==> src/tio_defines.svh <==
`ifndef TIO_DEFINES_SVH
`define TIO_DEFINES_SVH

// Clock rates
`define TIO_CLK_HZ          20000000
`define TIO_TICK_HZ         1000000
`define TIO_TICK_DIV        (`TIO_CLK_HZ / `TIO_TICK_HZ)
`define TIO_DIV_MAX         256

// Register map (byte addresses)
`define TIO_AXI_AW          4
`define TIO_CTRL_OFS        4'h0
`define TIO_STAT_OFS        4'h4

// Control register fields
`define TIO_CTRL_COMPOSE    0
`define TIO_CTRL_RESET      32'h0000_0000

// Status register fields
`define TIO_STAT_TX_PEND    0
`define TIO_STAT_RX_RDY     1
`define TIO_STAT_SLANT      2
`define TIO_STAT_GLYPH      3
`define TIO_STAT_TEXT       4
`define TIO_STAT_SELECT     5
`define TIO_STAT_SLANT_LAT  6
`define TIO_STAT_ONLINE     7

// AXI responses
`define TIO_RESP_OKAY       2'b00
`define TIO_RESP_SLVERR     2'b10

`endif

==> src/tio_pkg.sv <==
package tio_pkg;

    // Index of each asynchronous input in the synchroniser vector
    typedef enum {
        PIN_KBD_STROBE,
        PIN_TX_TAKEN_N,
        PIN_SEND_N,
        PIN_ONLINE,
        PIN_TAB_BUSY,
        PIN_PAGE_FULL,
        PIN_ERASE,
        PIN_HOME_N,
        PIN_AUX_DONE_N,
        PIN_FUNC_DONE,
        PIN_HOST_STROBE,
        PIN_SLANT_CMD,
        PIN_UNIT_SEP,
        PIN_LINK_ERR_N,
        PIN_GLYPH_CMD,
        PIN_GLYPH_PROG_N,
        PIN_GRAPH_ENTRY,
        PIN_GWA_N,
        PIN_PRN_BUSY_N,
        PIN_ACC_GRAPH_N,
        PIN_INIT,
        PIN_COUNT
    } tio_pin_e;

    typedef enum {
        REG_CTRL,
        REG_STAT,
        REG_NONE
    } tio_reg_e;

    typedef logic [31:0] tio_word_t;

    typedef struct packed {
        logic [7:0]  div;
        logic        tick;
        logic        cap;
        logic        select;
        logic        ctl;
        logic        aux;
        logic        compose;
        logic        send_seen;
        logic        tx_pend;
        logic        rx_arm;
        logic        rx_rdy;
        logic        slant_latch;
        logic        slant_ff;
        logic        glyph;
        logic        bright_n;
        logic        text;
        logic        aw_got;
        logic        w_got;
        logic [3:0]  waddr;
        logic        wdata0;
        logic        wstrb0;
        logic        bvalid;
        logic [1:0]  bresp;
        logic        rvalid;
        logic [1:0]  rresp;
        tio_word_t   rdata;
    } tio_state_s;

endpackage

==> src/tio_io_control.sv <==
// Overview of operation
// End of keyboard strobe sets transmit-pending when online.
// Trailing edge of transmit-accepted pulse clears transmit-pending.
// Offline holds transmit-pending cleared regardless of strobes.
// Compose online holds transmit-pending clear until send button pulse.
// Receive-ready only while online, tab idle, no page full, no erase.
// Receive-ready set on online select, end of home, aux-done, function-done.
// Leading edge of host byte strobe clears receive-ready until the next rearm.
// Keyboard strobe in compose clears receive-ready.
// Power-up init clears slant latch; function-done leaves slant off.
// Link error in text mode asserts slant; function-done removes it after.
// Slant command latches slant on; only unit separator or power-up init releases it.
// Init deasserts large-glyph; glyph command latches it asserted low.
// Large glyph also doubles line and character spacing.
// Large glyph with glyph in progress drives bright beam low.
// Large glyph with text mode low drives bright beam for graphics.
// Input strobes captured before one tick give exactly one control or accessory strobe.
// Captured strobe gives one 1 MHz period pulse; capture clears as the pulse starts.
// Home pulse clears strobe select, routing to control-input strobe.
// Graphics write active with printer busy or accessory graphics selects accessory.
// Entering plot or vector mode drives text low and graphics high.
// Asynchronous inputs pass two flops and registered edge detectors.
// Host strobes only while ready; accepted pulse only after taking data.
`timescale 1ns/1ns
`include "tio_defines.svh"
module tio_io_control
    import tio_pkg::*;
#(
    parameter int DIV = `TIO_TICK_DIV
) (
    // Clock and reset
    input  wire logic                   clk,
    input  wire logic                   reset_n,
    // AXI4-Lite write
    input  wire logic [`TIO_AXI_AW-1:0] s_axi_awaddr,
    input  wire logic                   s_axi_awvalid,
    output logic                        s_axi_awready,
    input  wire logic [31:0]            s_axi_wdata,
    input  wire logic [3:0]             s_axi_wstrb,
    input  wire logic                   s_axi_wvalid,
    output logic                        s_axi_wready,
    output logic [1:0]                  s_axi_bresp,
    output logic                        s_axi_bvalid,
    input  wire logic                   s_axi_bready,
    // AXI4-Lite read
    input  wire logic [`TIO_AXI_AW-1:0] s_axi_araddr,
    input  wire logic                   s_axi_arvalid,
    output logic                        s_axi_arready,
    output logic [31:0]                 s_axi_rdata,
    output logic [1:0]                  s_axi_rresp,
    output logic                        s_axi_rvalid,
    input  wire logic                   s_axi_rready,
    // Keyboard and host link
    input  wire logic                   keyboard_data_strobe,
    input  wire logic                   host_byte_strobe,
    input  wire logic                   tx_taken_n,
    input  wire logic                   send_button_pulse_n,
    input  wire logic                   online_select,
    output logic                        tx_pending,
    output logic                        host_accept_ready,
    // Receive gating
    input  wire logic                   tab_busy,
    input  wire logic                   page_full,
    input  wire logic                   erase_interval,
    input  wire logic                   home_n,
    input  wire logic                   aux_done_n,
    input  wire logic                   function_done,
    // Character attributes
    input  wire logic                   power_up_init,
    input  wire logic                   slant_command,
    input  wire logic                   unit_separator,
    input  wire logic                   link_error_n,
    input  wire logic                   large_glyph_command,
    input  wire logic                   glyph_in_progress_n,
    input  wire logic                   graphics_entry,
    output logic                        slant_out,
    output logic                        large_glyph_n,
    output logic                        double_spacing,
    output logic                        bright_beam_n,
    output logic                        text_mode_flag,
    output logic                        graphics_flag,
    // Strobe steering
    input  wire logic                   graphics_write_active_n,
    input  wire logic                   printer_busy_flag_n,
    input  wire logic                   accessory_graphics_n,
    output logic                        control_input_strobe,
    output logic                        accessory_input_strobe
);

    localparam int NP = PIN_COUNT;

    // Idle level of every pin, so no edge is seen as reset lifts
    localparam logic [NP-1:0] PIN_IDLE = NP'((1 << PIN_TX_TAKEN_N) | (1 << PIN_SEND_N) |
        (1 << PIN_HOME_N) | (1 << PIN_AUX_DONE_N) | (1 << PIN_LINK_ERR_N) |
        (1 << PIN_GLYPH_PROG_N) | (1 << PIN_GWA_N) | (1 << PIN_PRN_BUSY_N) |
        (1 << PIN_ACC_GRAPH_N));

    localparam tio_state_s RST = '{text: 1'b1, bright_n: 1'b1, default: '0};

    initial begin
        if (DIV < 2 || DIV > `TIO_DIV_MAX) $error("DIV must lie in 2..256");
    end

    tio_state_s      q;
    tio_state_s      d;
    logic [NP-1:0]   raw;
    logic [NP-1:0]   lvl;
    logic [NP-1:0]   rise;
    logic [NP-1:0]   fall;
    tio_word_t       status;

    // Bit order follows the pin index enum, highest index first
    assign raw = {power_up_init, accessory_graphics_n, printer_busy_flag_n,
                  graphics_write_active_n, graphics_entry, glyph_in_progress_n,
                  large_glyph_command, link_error_n, unit_separator, slant_command,
                  host_byte_strobe, function_done, aux_done_n, home_n, erase_interval,
                  page_full, tab_busy, online_select, send_button_pulse_n, tx_taken_n,
                  keyboard_data_strobe};

    tio_pin_sync #(
        .N    (NP),
        .IDLE (PIN_IDLE)
    ) u_sync (
        .clk     (clk),
        .reset_n (reset_n),
        .pins    (raw),
        .lvl     (lvl),
        .rise    (rise),
        .fall    (fall)
    );

    function automatic tio_reg_e decode(input logic [3:0] a);
        case (a)
            `TIO_CTRL_OFS: decode = REG_CTRL;
            `TIO_STAT_OFS: decode = REG_STAT;
            default:       decode = REG_NONE;
        endcase
    endfunction

    // J/K of the strobe-select flip-flop
    function automatic logic jk_next(input logic cur, input logic j, input logic k);
        case ({j, k})
            2'b10:   jk_next = 1'b1;
            2'b01:   jk_next = 1'b0;
            2'b11:   jk_next = ~cur;
            default: jk_next = cur;
        endcase
    endfunction

    always_comb begin
        status                      = '0;
        status[`TIO_STAT_TX_PEND]   = q.tx_pend;
        status[`TIO_STAT_RX_RDY]    = q.rx_rdy;
        status[`TIO_STAT_SLANT]     = q.slant_ff;
        status[`TIO_STAT_GLYPH]     = q.glyph;
        status[`TIO_STAT_TEXT]      = q.text;
        status[`TIO_STAT_SELECT]    = q.select;
        status[`TIO_STAT_SLANT_LAT] = q.slant_latch;
        status[`TIO_STAT_ONLINE]    = lvl[PIN_ONLINE];
    end

    always_comb begin
        logic online;
        logic hold_tx;
        logic rx_ok;
        logic rearm;
        logic err_on;
        logic init;
        logic sel;
        online  = lvl[PIN_ONLINE];
        init    = lvl[PIN_INIT];
        sel     = q.select;
        hold_tx = ~online | (q.compose & ~q.send_seen);
        rx_ok   = online & ~lvl[PIN_TAB_BUSY] & ~lvl[PIN_PAGE_FULL] & ~lvl[PIN_ERASE];
        rearm   = rise[PIN_ONLINE] | rise[PIN_HOME_N] | rise[PIN_AUX_DONE_N] |
                  fall[PIN_FUNC_DONE];
        err_on  = q.text & ~lvl[PIN_LINK_ERR_N];
        d       = q;
        // 1 MHz timebase as a one-cycle enable
        d.tick = 1'b0;
        if (q.div == 8'(DIV - 1)) begin
            d.div  = '0;
            d.tick = 1'b1;
        end else begin
            d.div = q.div + 8'h01;
        end
        // Strobe pulse spans one full tick period
        if (q.tick) begin
            d.ctl = 1'b0;
            d.aux = 1'b0;
            if (q.cap) begin
                sel = jk_next(q.select, ~lvl[PIN_PRN_BUSY_N] | ~lvl[PIN_ACC_GRAPH_N],
                              lvl[PIN_GWA_N]);
                d.select = sel;
                d.ctl    = ~sel;
                d.aux    = sel;
                d.cap    = 1'b0;
            end
        end
        // A strobe landing on the consuming tick is kept for the next one
        if (rise[PIN_KBD_STROBE] || rise[PIN_HOST_STROBE]) d.cap = 1'b1;
        if (fall[PIN_HOME_N]) d.select = 1'b0;
        // Transmit pending: set beats accepted-clear, the hold beats both
        d.send_seen = q.compose & (q.send_seen | fall[PIN_SEND_N]);
        if (rise[PIN_TX_TAKEN_N]) d.tx_pend = 1'b0;
        if (fall[PIN_KBD_STROBE] && online) d.tx_pend = 1'b1;
        if (hold_tx) d.tx_pend = 1'b0;
        // Receive ready: a rearm beats a strobe clear in the same cycle; offline beats both
        if (rise[PIN_HOST_STROBE]) d.rx_arm = 1'b0;
        if (q.compose && rise[PIN_KBD_STROBE]) d.rx_arm = 1'b0;
        if (rearm) d.rx_arm = 1'b1;
        if (!online) d.rx_arm = 1'b0;
        d.rx_rdy = d.rx_arm & rx_ok;
        // Text and graphics modes; graphics entry wins
        if (rise[PIN_UNIT_SEP]) d.text = 1'b1;
        if (rise[PIN_GRAPH_ENTRY]) d.text = 1'b0;
        // Slant
        if (rise[PIN_UNIT_SEP]) d.slant_latch = 1'b0;
        if (rise[PIN_SLANT_CMD]) d.slant_latch = 1'b1;
        if (rise[PIN_FUNC_DONE] && !err_on && !q.slant_latch) d.slant_ff = 1'b0;
        if (err_on || q.slant_latch) d.slant_ff = 1'b1;
        // Large glyph; init clears the attribute latches while it stands
        if (rise[PIN_GLYPH_CMD]) d.glyph = 1'b1;
        if (init) begin
            d.slant_latch = 1'b0;
            d.slant_ff    = 1'b0;
            d.glyph       = 1'b0;
        end
        d.bright_n = ~(d.glyph & (~lvl[PIN_GLYPH_PROG_N] | ~d.text));
        // Register writes
        if (s_axi_awvalid && s_axi_awready) begin
            d.aw_got = 1'b1;
            d.waddr  = s_axi_awaddr;
        end
        if (s_axi_wvalid && s_axi_wready) begin
            d.w_got  = 1'b1;
            d.wdata0 = s_axi_wdata[`TIO_CTRL_COMPOSE];
            d.wstrb0 = s_axi_wstrb[0];
        end
        if (q.bvalid && s_axi_bready) d.bvalid = 1'b0;
        if (q.aw_got && q.w_got) begin
            d.aw_got = 1'b0;
            d.w_got  = 1'b0;
            d.bvalid = 1'b1;
            d.bresp  = `TIO_RESP_OKAY;
            case (decode(q.waddr))
                REG_CTRL: d.compose = q.wstrb0 ? q.wdata0 : q.compose;
                REG_STAT: d.bresp = `TIO_RESP_OKAY;
                default:  d.bresp = `TIO_RESP_SLVERR;
            endcase
        end
        // Register reads
        if (q.rvalid && s_axi_rready) d.rvalid = 1'b0;
        if (s_axi_arvalid && s_axi_arready) begin
            d.rvalid = 1'b1;
            d.rresp  = `TIO_RESP_OKAY;
            case (decode(s_axi_araddr))
                REG_CTRL: d.rdata = {31'h0, q.compose};
                REG_STAT: d.rdata = status;
                default: begin
                    d.rdata = '0;
                    d.rresp = `TIO_RESP_SLVERR;
                end
            endcase
        end
    end

    always_ff @(posedge clk) begin
        if (!reset_n) begin
            q <= RST;
        end else begin
            q <= d;
        end
    end

    assign s_axi_awready          = ~q.aw_got & ~q.bvalid;
    assign s_axi_wready           = ~q.w_got & ~q.bvalid;
    assign s_axi_bvalid           = q.bvalid;
    assign s_axi_bresp            = q.bresp;
    assign s_axi_arready          = ~q.rvalid;
    assign s_axi_rvalid           = q.rvalid;
    assign s_axi_rdata            = q.rdata;
    assign s_axi_rresp            = q.rresp;
    assign tx_pending             = q.tx_pend;
    assign host_accept_ready      = q.rx_rdy;
    assign slant_out              = q.slant_ff;
    assign large_glyph_n          = ~q.glyph;
    assign double_spacing         = q.glyph;
    assign bright_beam_n          = q.bright_n;
    assign text_mode_flag         = q.text;
    assign graphics_flag          = ~q.text;
    assign control_input_strobe   = q.ctl;
    assign accessory_input_strobe = q.aux;
endmodule

==> src/tio_pin_sync.sv <==
`timescale 1ns/1ns
module tio_pin_sync
    import tio_pkg::*;
#(
    parameter int          N    = 1,
    parameter logic [N-1:0] IDLE = '0
) (
    // Clock and reset
    input  wire logic         clk,
    input  wire logic         reset_n,
    // Raw asynchronous levels
    input  wire logic [N-1:0] pins,
    // Synchronised level and registered edges
    output logic [N-1:0]      lvl,
    output logic [N-1:0]      rise,
    output logic [N-1:0]      fall
);

    typedef struct packed {
        logic [N-1:0] s1;
        logic [N-1:0] s2;
        logic [N-1:0] s3;
    } tio_sync_s;

    tio_sync_s q;
    tio_sync_s d;

    initial begin
        if (N < 1) $error("tio_pin_sync needs at least one input");
    end

    // Only s2 and s3 are looked at; s1 may be metastable
    always_comb begin
        d    = q;
        d.s1 = pins;
        d.s2 = q.s1;
        d.s3 = q.s2;
    end

    always_ff @(posedge clk) begin
        if (!reset_n) begin
            q <= {IDLE, IDLE, IDLE};
        end else begin
            q <= d;
        end
    end

    assign lvl  = q.s2;
    assign rise = q.s2 & ~q.s3;
    assign fall = ~q.s2 & q.s3;

endmodule

==> config.mk <==
export PLATFORM = sky130hd
export DESIGN_NAME = tio_io_control
export DESIGN_NICKNAME = d
export VERILOG_FILES = /design/src/tio_pkg.sv /design/src/tio_io_control.sv /design/src/tio_pin_sync.sv
export VERILOG_INCLUDE_DIRS = /design/src /design/src/src
export SDC_FILE = /design/constraint.sdc
export NUM_CORES = 1
export LEC_CHECK = 0
export ABC_AREA = 1
export BUFFER_PORTS_ARGS = -buffer_cell sky130_fd_sc_hd__buf_2
export CORE_MARGIN = 5
export CORE_UTILIZATION = 53
export CTS_CLUSTER_DIAMETER = 100
export CTS_CLUSTER_SIZE = 30
export DETAILED_ROUTE_END_ITERATION = 16
export PLACE_DENSITY = 0.88
export SLEW_MARGIN = 20
export SYNTH_ARGS = -nofsm -noshare
export SYNTH_HDL_FRONTEND = slang
export SYNTH_SLANG_ARGS = --single-unit
==> constraint.sdc <==
create_clock -name clk -period 2.3 [get_ports clk]
set_clock_uncertainty 0.2 [all_clocks]
set_input_delay 0.46 -clock clk [delete_from_list [all_inputs] [get_ports clk]]
set_output_delay 0.46 -clock clk [all_outputs]
set_load 0.1 [all_outputs]
==> qor.yml <==
run_status:
  outcome: "completed"
setup_path:
  rr_worst_depth: 6
  worstPathMaxFanout: 4
  cp-start-kind: "register"
  crit_start: "s_axi_bvalid"
  worstPathArrival_ns: 1.26
  regToRegStartpoint: "q[61]"
  critical_path_required_ns: 1.64
  r2r_slack_ns: 0.95
  r2r-end: "q[65]"
  worst_setup_path_end_kind: "output port"
  crit_type: "reg -> out"
synthesis:
  synth_edf_count: 0
  synth_area_per_cell_sq_um: 8.198
  synth_compound_area_frac: 0.06070
  synthesis.area_sq_um: 3566
  yosys-top-cells-count: "dfxtp_1, nand2_1, inv_1"
  synth_seq_area_share: 0.5446
  synth-seq-cells: 97
  syn_inst: 435
  synthAdderAreaFrac: 0.003509
  synth_top_area_share: 0.5446
  synth_top_area_cell: "dfxtp_1"
  synth_cell_types: 28
  synthXorXnorAreaFrac: 0.002456
  synth_top_family_by_area: "simple AND/OR/NAND/NOR gates"
  synthSimpleGateAreaFrac: 0.2193
  ys.flop_type: "dfxtp_1"
  yosys_warnings: 0
  async_flop_share: 0
  synth_mux_area_frac: 0
  yosys-top-cells-area: "dfxtp_1, nand2_1, buf_4, inv_1, nor2_1"
  yosysMostFrequentCell: "dfxtp_1"
clocking:
  clk_path_buf_depth: 2
  clkLatencyLatePin_ns: 0.35
  postCtsSetupBuffers: 0
  cts_root_buf: "clkbuf_8"
  post_cts_resized: 0
  htree_levels: 3
  clk_pin_slew_worst_paths_ns: 0.10
  cts_hold_buf: 0
  cts-buffers-inserted: 9
  cts_tree: "done"
  clkSinkCount: 97
detailed_routing:
  drt_pass1_iterations: 5
  drc_errors: 0
  routedWlPerCell_um: 11.05
  drtIter0Drc: 141
  vias: 2633
  vias_per_cell: 4.603
  drt-total-wl_um: 6322
  postRouteAntennaNets: 0
sta:
  period_needed_ns: 1.920
  setup_ws_ns: 0.3800
  hold_viol: 0
  finalMaxSlewViolations: 0
  rsz0062_at_grt: "no"
  setup_viol_count_final: 0
  finalCritPeriodShare: 0.8348
  fmax_mhz: 520.8
finish:
  n_antenna_cell: 0
  fill_cells: 571
  regArea_sq_um: 1946
  fin_area_sq_um: 3960
  drive_above_1_share: 0.2384
  multiInputGateArea_sq_um: 1122
  fin_util: 0.6131
  nNetsFinal: 563
  area_growth_pct: 11.05
global_route:
  grt_max_degree: 27
  grt.busiest_layer: "met2"
  gr-usage-all-layers: 0.1550
  grt_pass1_wl_um: 10620
  grt-ovfl-total: 0
  met3_usage: 0.05483
  grt.met2_usage: 0.2871
  antenna_found_initial: 0
  first_global_vias: 2517
  grtUsageMet1: 0.1624
run:
  cap_violations: 0
hold_path:
  min_path_type: "in -> reg"
  hp-start: "home_n"
  hold_end: "u_sync.d[28]"
  hold_depth: 2
pwr:
  power_density_nw_per_um2: 837.3
  totalPowerFinal_mw: 3.316
  p_leak_nw: 2.027
  peakVddDrop_v: 0.0004984
floorplan:
  die_area_sq_um: 8469
  io_pins: 123
  start_util: 0.5521
  rows: 29
  die_width_um: 92.03
  core_region_area_sq_um: 6459
  die_h_um: 92.03
placement:
  dp_slack_ns: 0.7561
  gp_congestion: 0.8055
  io_buffers: 62
  placed_area_sq_um: 3771
  dp_hpwl_um: 4833
[state kept, by name, summed over array words and instances, names as in the netlist, 8 cells and up]
name and count:
q 23, s_axi_rdata 8, u_sync.d 21, u_sync.lvl 21, u_sync.q 12
[metal layers]
layer  part of all wire  up-vias
li1                   -     1350
met1               0.41     1213
met2               0.51       65
met3              0.070        5
met4             0.0071        0
met5                  0        -
[stage by stage]
step	cells	setup TNS, ns	hold WS [ns]
2_1_floorplan	460	-1.150	0.1883
3_3_place_gp	556	0	0.1944
3_5_place_dp	556	0	0.1982
4_1_cts	572	0	0.06406
5_1_grt	572	0	0.06217
6_report	572	0	0.07986
[cells in the final DEF (no fill, tap or decap), drive strengths merged, types with 10 or more instances in the layout]
cell type / count
nand2: 90
buf: 65
inv: 73
o21ai: 13
clkbuf: 10
nand3: 14
or2: 23
a21oi: 26
dfxtp: 97
conb: 26
nor2: 40
[logic make-up (layout without fill, tap and decap cells)]
| family | after synthesis | after routing |
|---|---|---|
| AO/OA/AOI/OAI | 42 | 42 |
| XOR/XNOR | 1 | 1 |
| adder cells (fa/ha/maj) | 1 | 1 |
| buffers and inverters | 118 | 153 |
| flip-flops | 97 | 97 |
| other | 1 | 26 |
| AND/OR/NAND/NOR | 175 | 175 |
[power by group]
group          internal [mW]  switching (mW)  leakage [nW]  total [mW]
Clock                  0.435           0.582        0.0870        1.02
Combinational         0.0905           0.426          1.14       0.517
Sequential              1.75          0.0316         0.797        1.78
[worst max-delay path by stage]
stage | slack (ns) | end | cells after the start
after floorplan | -0.17 | q[43] | 4
after global placement | 0.74 | s_axi_awready | 2
after detailed placement | 0.76 | s_axi_wready | 2
after CTS | 0.35 | s_axi_awready | 2
after global routing | 0.30 | s_axi_awready | 2
final | 0.38 | s_axi_awready | 2
[critical path, stage by stage (launching register included)]
cell,delay (ns)
dfxtp_1,0.36
nor2_2,0.12
buf_2,0.43
[cell type report]
| cell class | count | area share |
|---|---|---|
| sequential | 97 | 0.4913 |
| multi-input combinational | 245 | 0.2834 |
| inverter | 72 | 0.06919 |
| clock inverter | 6 | 0.01295 |
| timing repair buffer | 65 | 0.08404 |
| clock buffer | 10 | 0.03476 |
| tap | 77 | 0.02433 |
Power figures use the tool's default switching activity.
